### src/logic/link_control_pkg.sv
// constants for the per-port link control register block
// assumes a single core clock and a plain strobe register port

package link_control_pkg;

	// register map (byte offsets)
	localparam logic [11:0] LINK_CONTROL_REGISTER_OFS = 12'h050;
	localparam logic [11:0] SWITCH_CONTROL_REGISTER_OFS = 12'h0a0;

	// link control field positions
	localparam int ASPM_LSB = 0;
	localparam int ASPM_MSB = 1;
	localparam int RCB_BIT = 3;
	localparam int LINK_DISABLE_BIT_POS = 4;
	localparam int LINK_RETRAIN_TRIGGER_POS = 5;
	localparam int SHARED_REFCLK_FLAG_POS = 6;
	localparam int EXTENDED_SYNC_ENABLE_POS = 7;
	localparam int CLOCK_PM_ENABLE_POS = 8;

	// switch control field positions
	localparam int CONFIG_UNLOCK_BIT_POS = 0;

	// reset values
	localparam logic [1:0] ASPM_RESET = 2'h0;
	localparam logic LINK_DISABLE_RESET = 1'h0;
	localparam logic SHARED_REFCLK_RESET = 1'h0;
	localparam logic EXTENDED_SYNC_RESET = 1'h0;
	localparam logic CONFIG_UNLOCK_RESET = 1'h0;

	// power management entry encodings
	typedef enum logic [1:0] {
		ASPM_DISABLED = 2'h0,
		ASPM_L0S      = 2'h1,
		ASPM_L1       = 2'h2,
		ASPM_L0S_L1   = 2'h3
	} aspm_mode_t;

endpackage : link_control_pkg

### src/logic/link_control_register.sv
// link control register of one switch port, with the unlock bit of the switch control register
// assumes same-clock register strobes and an external training state machine that
// samples the per-cycle training controls
//
// The implementer's own choice: the address-and-strobe port.

`timescale 1ns/1ps

////////////////////////////////////////////////////////////////////////////////
module link_control_register (
	// clock and reset
	input  wire logic        ref_clk,
	input  wire logic        sys_rst,
	// port strap, static
	input  wire logic        isUpstream,
	// eeprom override of power management field
	input  wire logic        eepromLoad,
	input  wire logic [1:0]  eepromAspm,
	// register port
	input  wire logic [11:0] regAddr,
	input  wire logic [15:0] regWrData,
	input  wire logic        regWrite,
	input  wire logic        regRead,
	output logic      [15:0] regRdData,
	// training state machine controls
	output logic             allowL0s,
	output logic             allowL1,
	output logic             linkDisable,
	output logic             retrainRequest,
	output logic             sharedRefclk,
	output logic             extendedSync
);

	////////////////////////////////////////////////////////////////////////////
	logic [1:0] aspmControl;
	logic       linkDisableBit;
	logic       sharedRefclkFlag;
	logic       extendedSyncEnable;
	logic       configUnlockBit;
	logic       strapMeta;
	logic       strapUpstream;
	logic       ctlWrite;
	logic       swWrite;
	logic       retrainAllowed;

	// shared by the write strobes and the read path
	function automatic logic hitsOffset(input logic [11:0] addr, input logic [11:0] ofs);
		return addr == ofs;
	endfunction : hitsOffset

	assign ctlWrite = regWrite && hitsOffset(regAddr, link_control_pkg::LINK_CONTROL_REGISTER_OFS);
	assign swWrite = regWrite && hitsOffset(regAddr, link_control_pkg::SWITCH_CONTROL_REGISTER_OFS);
	// upstream retrain only while unlocked
	assign retrainAllowed = !strapUpstream || configUnlockBit;

	// strap is a pin: two flops before use, caught only after reset release
	always_ff @(posedge ref_clk or posedge sys_rst) begin
		if (sys_rst) begin
			strapMeta     <= 1'h0;
			strapUpstream <= 1'h0;
		end else begin
			strapMeta     <= isUpstream;
			strapUpstream <= strapMeta;
		end
	end

	////////////////////////////////////////////////////////////////////////////
	// power management field
	always_ff @(posedge ref_clk or posedge sys_rst) begin
		if (sys_rst) begin
			aspmControl <= link_control_pkg::ASPM_RESET;
		end else if (ctlWrite) begin
			aspmControl <= regWrData[link_control_pkg::ASPM_MSB:link_control_pkg::ASPM_LSB];
		end else if (eepromLoad) begin
			aspmControl <= eepromAspm;
		end
	end

	// writable control bits
	always_ff @(posedge ref_clk or posedge sys_rst) begin
		if (sys_rst) begin
			linkDisableBit     <= link_control_pkg::LINK_DISABLE_RESET;
			sharedRefclkFlag   <= link_control_pkg::SHARED_REFCLK_RESET;
			extendedSyncEnable <= link_control_pkg::EXTENDED_SYNC_RESET;
		end else if (ctlWrite) begin
			linkDisableBit     <= regWrData[link_control_pkg::LINK_DISABLE_BIT_POS];
			sharedRefclkFlag   <= regWrData[link_control_pkg::SHARED_REFCLK_FLAG_POS];
			extendedSyncEnable <= regWrData[link_control_pkg::EXTENDED_SYNC_ENABLE_POS];
		end
	end

	// unlock bit of the switch control register
	always_ff @(posedge ref_clk or posedge sys_rst) begin
		if (sys_rst) begin
			configUnlockBit <= link_control_pkg::CONFIG_UNLOCK_RESET;
		end else if (swWrite) begin
			configUnlockBit <= regWrData[link_control_pkg::CONFIG_UNLOCK_BIT_POS];
		end
	end

	////////////////////////////////////////////////////////////////////////////
	// retrain pulse registered with the fields, so the same write's settings
	// are already in place when training sees it
	always_ff @(posedge ref_clk or posedge sys_rst) begin
		if (sys_rst) begin
			retrainRequest <= 1'h0;
		end else begin
			retrainRequest <= ctlWrite && retrainAllowed
				&& regWrData[link_control_pkg::LINK_RETRAIN_TRIGGER_POS];
		end
	end

	// training controls driven straight from the stored fields, link disable gated off by the upstream strap
	always_comb begin
		allowL0s = 1'h0;
		allowL1 = 1'h0;
		case (link_control_pkg::aspm_mode_t'(aspmControl))
			link_control_pkg::ASPM_DISABLED: begin
				allowL0s = 1'h0;
				allowL1 = 1'h0;
			end
			link_control_pkg::ASPM_L0S: begin
				allowL0s = 1'h1;
			end
			link_control_pkg::ASPM_L1: begin
				allowL1 = 1'h1;
			end
			link_control_pkg::ASPM_L0S_L1: begin
				allowL0s = 1'h1;
				allowL1 = 1'h1;
			end
			default: begin
				allowL0s = 1'h0;
				allowL1 = 1'h0;
			end
		endcase
	end

	assign linkDisable = linkDisableBit && !strapUpstream;
	assign sharedRefclk = sharedRefclkFlag;
	assign extendedSync = extendedSyncEnable;

	////////////////////////////////////////////////////////////////////////////
	// read path: unmapped addresses return zero
	always_ff @(posedge ref_clk or posedge sys_rst) begin
		if (sys_rst) begin
			regRdData <= 16'h0000;
		end else if (regRead) begin
			regRdData <= 16'h0000;
			if (hitsOffset(regAddr, link_control_pkg::LINK_CONTROL_REGISTER_OFS)) begin
				regRdData[link_control_pkg::ASPM_MSB:link_control_pkg::ASPM_LSB] <= aspmControl;
				regRdData[link_control_pkg::RCB_BIT] <= 1'h0;
				regRdData[link_control_pkg::LINK_DISABLE_BIT_POS] <= linkDisableBit;
				regRdData[link_control_pkg::LINK_RETRAIN_TRIGGER_POS] <= 1'h0;
				regRdData[link_control_pkg::SHARED_REFCLK_FLAG_POS] <= sharedRefclkFlag;
				regRdData[link_control_pkg::EXTENDED_SYNC_ENABLE_POS] <= extendedSyncEnable;
				regRdData[link_control_pkg::CLOCK_PM_ENABLE_POS] <= 1'h0;
			end else if (hitsOffset(regAddr, link_control_pkg::SWITCH_CONTROL_REGISTER_OFS)) begin
				regRdData[link_control_pkg::CONFIG_UNLOCK_BIT_POS] <= configUnlockBit;
			end
		end else begin
			regRdData <= 16'h0000;
		end
	end

endmodule : link_control_register

### config.mk
export PLATFORM = sky130hd
export DESIGN_NAME = link_control_register
export DESIGN_NICKNAME = d
export VERILOG_FILES = /design/src/logic/link_control_pkg.sv /design/src/logic/link_control_register.sv
export SDC_FILE = /design/constraint.sdc
export NUM_CORES = 1
export LEC_CHECK = 0
export ABC_AREA = 0
export BUFFER_PORTS_ARGS = -buffer_cell sky130_fd_sc_hd__buf_2
export CAP_MARGIN = 20
export CORE_ASPECT_RATIO = 0.75
export CORE_MARGIN = 2
export CORE_UTILIZATION = 37
export DETAILED_ROUTE_END_ITERATION = 8
export GPL_ROUTABILITY_DRIVEN = 0
export PLACE_DENSITY = 0.77
export SLEW_MARGIN = 20
export SYNTH_ARGS = -nofsm -noshare
export SYNTH_HDL_FRONTEND = slang
export SYNTH_SLANG_ARGS = --single-unit
### constraint.sdc
create_clock -name ref_clk -period 1.6 [get_ports ref_clk]
set_clock_uncertainty 0.2 [all_clocks]
set_input_delay 0.4 -clock ref_clk [delete_from_list [all_inputs] [get_ports ref_clk]]
set_output_delay 0.4 -clock ref_clk [all_outputs]
set_load 0.005 [all_outputs]
==> summary.txt, run 1 <==
Run status
  – Outcome: finished, final reports clean

STA
  – Fmax achieved: ~0.66 GHz
  – Fin crit period: 1506 ps
  – Final Max Slew Viols: 0
  – Slew margin rel.: between 60% and 70%
  – Worst Tran Pin Value: 500.0 ps
  – Setup_tns: 0 ps
  – Setup Viol. Count Final: 0
  – Final Cycle Share: 94.11%
  – Unrepaired setup endpoints after global routing: no
  – Fin. Hold Viols: 0

Global routing
  – Vias in the first global route: 489
  – Pin count of the biggest net entering global routing: 15
  – Global-route wire length before repair: 2021 µm
  – Grt ovf: 0
  – Total GRT Usage: 13.13%
  – Initial antenna violation count: 0

Logic synthesis
  – Proportion of netlist area held by the largest area contributor: 49.73%
  – Largest area contributor in the netlist: dfrtp_1
  – Mapped Avg Cell Area: about 12 µm²
  – Synth area leaders: dfrtp_1 50%, buf_4 12%, mux2_2 8.0%
  – Register area share after synthesis: 49.73%
  – Synthesized area: 704.4 µm²
  – Number of warnings printed during yosys synthesis: 0
  – Cells after Synth: 61
  – Yosys cell types: 18
  – Register bit total from synthesis: 14

Final layout
  – Share of layout cells above drive strength 1: 50.50%
  – Final #Nets: 139
  – N_diodes: 0
  – Layout Area Growth over Synthesis: 29.84%
  – Final instance area: 914.6 µm²

Die
  – Core box area: between 1500 and 2000 µm²
  – Standard-cell rows: 13
  – Height of the die: 41.79 µm
  – Die W: 54.39 µm
  – I/O pin total: 58
  – Initial cell density of the core: 40.10%
  – Die area: 2272 µm²

CTS
  – Num CTS Buffers: 3
  – Worst-Skew Late Latency: 260 ps
  – Post-CTS setup buffers: 0
  – Clk pin slew, worst setup/hold paths: about 70 ps
  – Maximum root-to-sink buffer count: 2
  – Clock sink count: 14
  – CTS H-Tree Depth: 1
  – TritonCTS clock tree: built
  – Root buffer cell: clkbuf_4

Setup path
  – Crit path cell chain: inv_1, nor2_1, buf_2
  – CP startpoint kind: flip-flop
  – Worst Path Required: 1000 ps
  – CP bufs+invs: 2
  – Delay-heaviest family, CP: flip-flops
  – CP Max Fanout: 2
  – CP arrival: 910 ps
  – Slowest-stage cell, CP: dfrtp_1
  – Crit path kind: flip-flop to primary output
  – Crit end category: primary output
  – Critical Path Max Stage Delay: approximately 340 ps

Detailed routing
  – Wire per inst: 10.90 µm
  – DR top layer: met3
  – Iteration-0 DRC Markers: 4
  – Final WL: approximately 1300 µm
  – Initial DRT Pass Iterations: 4
  – DRC viols: 0
  – Routed Antenna Nets: 0
  – Vias per std cell: 4.382
  – Met2 WL: ~760 µm
  – Met1 WL: 471 µm
  – Metal3 WL: around 110 µm
  – Via count: 539

Min path
  – Hold WC Path Type: primary input to flip-flop

Flow run
  – # Max-Cap Violations: 0

Pwr
  – Cell Pwr Density: 684.6 nW/µm²
  – Leakage: around 0.5 nW
  – VDD IR max: 0.4020 mV
  – Power, Total: 0.6261 mW

Placed design
  – HPWL reported at the end of detailed placement: 1203 µm
  – Post-DP Area: 882.1 µm²
  – Number of port buffers: 36
-- stage by stage --
step | setup slack, ps | cells | util (%) | hold WS [ps]
detailed placement | -176.9 | 119 | 50.21 | 153.4
global route | 38.77 | 123 | 52.07 | 17.68
global placement | -163.6 | 119 | 50.21 | 132.6
floorplan | -7.306 | 71 | - | 89.22
finish | 94.16 | 123 | 52.07 | 37.02
CTS | 76.46 | 123 | 52.07 | 24.34
-- cell usage in the layout (no fill, tap or decap), drive strengths merged --
cell type	n
a22oi	1
and4bb	1
buf	39
clkbuf	3
conb	11
dfrtp	14
dlygate4sd3	1
inv	6
mux2	7
nand2	1
nand3	2
nand4	3
nor2	7
nor4	2
nor4bb	1
o211ai	1
o21ai	1
-- layer usage --
metal  global-route usage [%]  up-vias
met5                        0        -
met4                    3.000        0
met3                    7.914        0
met2                    23.86       23
met1                    11.98      251
li1                         -      265
-- timing repair --
action                                 4_1_cts  5_1_grt
hold buffers                                 1        0
gates resized for setup                      0        0
endpoints found under the hold margin       14        0
-- worst paths after layout --
check                                           startpoint  slack (ps)  cells past startpoint                          to
worst max-delay path            linkDisableBit$_DFFE_PP0P_          90                      3                 linkDisable
worst min-delay path                            isUpstream          40                      1         strapMeta$_DFF_PP0_
worst max register to register  aspmControl[0]$_DFFE_PP0P_         370                      2  aspmControl[0]$_DFFE_PP0P_
worst min register to register         strapMeta$_DFF_PP0_         160                      0     strapUpstream$_DFF_PP0_
max in group asynchronous                          sys_rst         370                      3     strapUpstream$_DFF_PP0_
min in group asynchronous                          sys_rst         500                      3      regRdData[1]$_DFF_PP0_
-- report_power, final --
| group | switching, mW | internal, mW |
|---|---|---|
| Sequential | 0.00450 | 0.361 |
| Clock | 0.0916 | 0.0869 |
| Combinational | 0.0405 | 0.0411 |
| Total | 0.137 | 0.489 |
-- synth_stat cells --
| cell | count |
|---|---|
| nand3_1 | 2 |
| and4bb_2 | 1 |
| dfrtp_1 | 14 |
| nor2_1 | 7 |
| inv_1 | 6 |
| a22oi_1 | 1 |
| mux2_2 | 5 |
| conb_1 | 1 |
| mux2_1 | 2 |
| nor4_4 | 2 |
| clkbuf_1 | 2 |
| nand4_4 | 1 |
| buf_4 | 11 |
| o21ai_0 | 1 |
| nand4_1 | 2 |
| nand2_1 | 1 |
| nor4bb_1 | 1 |
| o211ai_1 | 1 |
-- flip-flops by register name (all words and copies together), names as in the netlist --
register and count:
extendedSync 1, aspmControl 2, sharedRefclk 1, configUnlockBit 1, strapMeta 1, strapUpstream 1, linkDisableBit 1, regRdData 5
retrainRequest 1
-- cells by family after synthesis --
logic type	share of synthesized area (%)
buffers and inverters	15.99
AND/OR/NAND/NOR	19.72
AO/OA/AOI/OAI	2.842
flip-flops	49.73
multiplexers	11.19
other	0.5323
-- area by class of cell --
type | count | area (µm²)
timing repair buffer | 40 | 212.7
fill | 169 | 842.1
sequential | 14 | 350.3
inverter | 6 | 22.52
tap | 22 | 27.53
multi-input combinational | 38 | 279.0
clock buffer | 3 | 22.52
Note: power is estimated with default switching activity, not from simulation.
==> inputs of run 2 (changes only) <==
--- a/config.mk
+++ b/config.mk
@@ -6,14 +6,13 @@
 export NUM_CORES = 1
 export LEC_CHECK = 0
 export ABC_AREA = 0
-export BUFFER_PORTS_ARGS = -buffer_cell sky130_fd_sc_hd__buf_2
 export CAP_MARGIN = 20
-export CORE_ASPECT_RATIO = 0.75
-export CORE_MARGIN = 2
-export CORE_UTILIZATION = 37
+export CORE_AREA = 2 2 39 41
 export DETAILED_ROUTE_END_ITERATION = 8
+export DIE_AREA = 0 0 41 43
+export DONT_BUFFER_PORTS = 1
 export GPL_ROUTABILITY_DRIVEN = 0
-export PLACE_DENSITY = 0.77
+export PLACE_DENSITY = 0.68
 export SLEW_MARGIN = 20
 export SYNTH_ARGS = -nofsm -noshare
 export SYNTH_HDL_FRONTEND = slang
==> summary.txt, run 2 (synthesized netlist as in run 1, its figures left out) <==
Final layout
  – Most flops, register: regRdData
  – Largest register FFs: 5 (unchanged)
  – Fill cells: 135 (-20%)
  – Most frequent cells in the layout: 14 x dfrtp_1, 11 x conb_1, 7 x nor2_1, 6 x inv_1, 5 x mux2_2
  – N_diodes: 0 (unchanged)
  – Final #Nets: 104 (-25%)
  – Top flop regs: regRdData x5, aspmControl x2
  – Layout Area Growth over Synthesis: 6.572%
  – Commonest non-fill, non-tap cell in the layout: dfrtp_1
  – Share of layout cells above drive strength 1: 23.88% (-27 points)

Die
  – Standard-cell rows: 14 (+1)
  – Height of the die: 43 µm (+2.9%)
  – Die W: 41 µm (-25%)
  – Initial cell density of the core: 50.90% (+11 points)
  – Die area: 1763 µm² (-22%)
  – Core box area: 1384 µm² (-21%)
  – I/O pin total: 58 (unchanged)

Setup path
  – Delay-heaviest family, CP: flip-flops
  – CP Max Fanout: 2 (unchanged)
  – CP startpoint kind: flip-flop
  – Critical Path Max Stage Delay: 350 ps (about the same)
  – Slowest-stage cell, CP: dfrtp_1
  – CP arrival: 810 ps (-100 ps)
  – Worst Path Required: 1000 ps (about the same)
  – CP bufs+invs: 1 (-1)
  – Crit end category: primary output
  – Crit path kind: flip-flop to primary output
  – R2r setup slk: 360 ps (about the same)
  – Crit path cell chain: inv_1, nor2_1

STA
  – Fmax achieved: 0.7088 GHz (+6.7%)
  – Final Cycle Share: 88.18% (-5.9 points)
  – Unrepaired setup endpoints after global routing: no
  – Setup_tns: 0 ps (unchanged)
  – Setup ws final: 189.1 ps (+94.91 ps)
  – Final Max Slew Viols: 0 (unchanged)
  – Fin crit period: 1411 ps (-94.91 ps)
  – Fin. Hold Viols: 0 (unchanged)
  – Setup Viol. Count Final: 0 (unchanged)

Detailed routing
  – DRC viols: 0 (unchanged)
  – Routed Antenna Nets: 0 (unchanged)
  – Initial DRT Pass Iterations: 4 (unchanged)
  – Iteration-0 DRC Markers: 6 (+2)
  – Wire per inst: 12.14 µm (+11%)
  – Vias per std cell: 4.843 (+11%)
  – Final WL: 1008 µm (-25%)
  – Via count: 402 (-25%)

Pwr
  – Clock power share: 37.9% (+9.4 points)
  – Flop pwr share: 55.9% (-2.6 points)
  – Pint: 0.5178 mW (+5.8%)
  – Sw Pwr: 0.1381 mW (+1.1%)
  – VDD IR max: 0.3806 mV (-5.3%)
  – Cell Pwr Density: 873.7 nW/µm² (+28%)
  – Leakage: 0.3516 nW (-29%)
  – Sw frac: 21.06% (-0.77 points)
  – Combinational Power Share: 6.2% (-6.8 points)

Run status
  – Outcome: finished, final reports clean

Global routing
  – Total GRT Usage: 13.69% (+0.55 points)
  – Initial antenna violation count: 0 (unchanged)
  – Global-route wire length before repair: 1600 µm (-21%)
  – Vias in the first global route: 385 (-21%)
  – Pin count of the biggest net entering global routing: 15 (unchanged)
  – Grt ovf: 0 (unchanged)

Placed design
  – Number of port buffers: 0 (-100%)
  – HPWL reported at the end of detailed placement: 833.1 µm (-31%)
  – Worst slack at placement: -40.17 ps (+136.7 ps)

CTS
  – Num CTS Buffers: 3 (unchanged)
  – Clock sink count: 14 (unchanged)
  – Cts-stage hold buffer count: 2 (+1)
  – Post-CTS sizing: 0 (unchanged)
  – Maximum root-to-sink buffer count: 2 (unchanged)
  – Root buffer cell: clkbuf_4
  – Worst-Skew Late Latency: 270 ps (about the same)
  – Post-CTS setup buffers: 0 (unchanged)
  – TritonCTS clock tree: built
  – Clk pin slew, worst setup/hold paths: 80 ps (about the same)
  – CTS H-Tree Depth: 1 (unchanged)

Flow run
  – # Max-Cap Violations: 0 (unchanged)

Min path
  – Hold WC Path Type: primary input to flip-flop
[run 2: changes by cell type in the layout (fill, tap and decap cells not counted)]
cell	delta
buf_2	-36
dlygate4sd3_1	+1
clkbuf_8	+1
[run 2: through the flow]
step	utilization (%)	instance area (µm²)	hold WS, ps	std cells	power, mW
after CTS	54.25	750.7	32.81	83	0.6624
after detailed placement	50.18	694.4	137.3	77	0.4112
after floorplan	-	742.0	89.22	71	0.4244
after global placement	50.18	694.4	131.3	77	0.4099
final	54.25	750.7	35.50	83	0.6559
after global routing	54.25	750.7	42.91	83	0.6859
[run 2: power groups by stage]
stage	sequential, mW	combinational (mW)	clock (mW)
after floorplan	0.371	0.0530	0
after global placement	0.374	0.0360	0
after detailed placement	0.374	0.0370	0
after CTS	0.367	0.0409	0.254
after global routing	0.368	0.0476	0.270
final	0.367	0.0404	0.249
[run 2: final timing paths]
path / from / end / cells past startpoint
max in group asynchronous: sys_rst / regRdData[6]$_DFF_PP0_ / 2
setup reg to reg: aspmControl[0]$_DFFE_PP0P_ / aspmControl[0]$_DFFE_PP0P_ / 2
min in group asynchronous: sys_rst / retrainRequest$_DFF_PP0_ / 2
setup / recovery: linkDisableBit$_DFFE_PP0P_ / linkDisable / 2
hold reg to reg: strapMeta$_DFF_PP0_ / strapUpstream$_DFF_PP0_ / 0
hold / removal: regRead / regRdData[0]$_DFF_PP0_ / 2
[run 2: layer usage]
layer / GRT usage, % / up-vias / wire, µm
met3: 3.665 / 0 / 89
li1: - / 192 / -
met2: 20.63 / 25 / 516
met1: 17.69 / 185 / 402
met4: 6.000 / 0 / 0
met5: 0 / - / 0
[run 2: layout make-up]
cell class	instances	area [µm²]	area share (%)
Tap cell	16	20.02	2.667
Clock buffer	4	36.28	4.833
Timing Repair Buffer	5	42.54	5.667
Inverter	6	22.52	3.000
Sequential cell	14	350.3	46.67
Multi-Input combinational cell	38	279.0	37.17
[run 2: worst reg2reg max path: cells and delay by family, from the launching register on]
family / cells / cell delay, ps
flops: 1 / 420
mux: 2 / 530
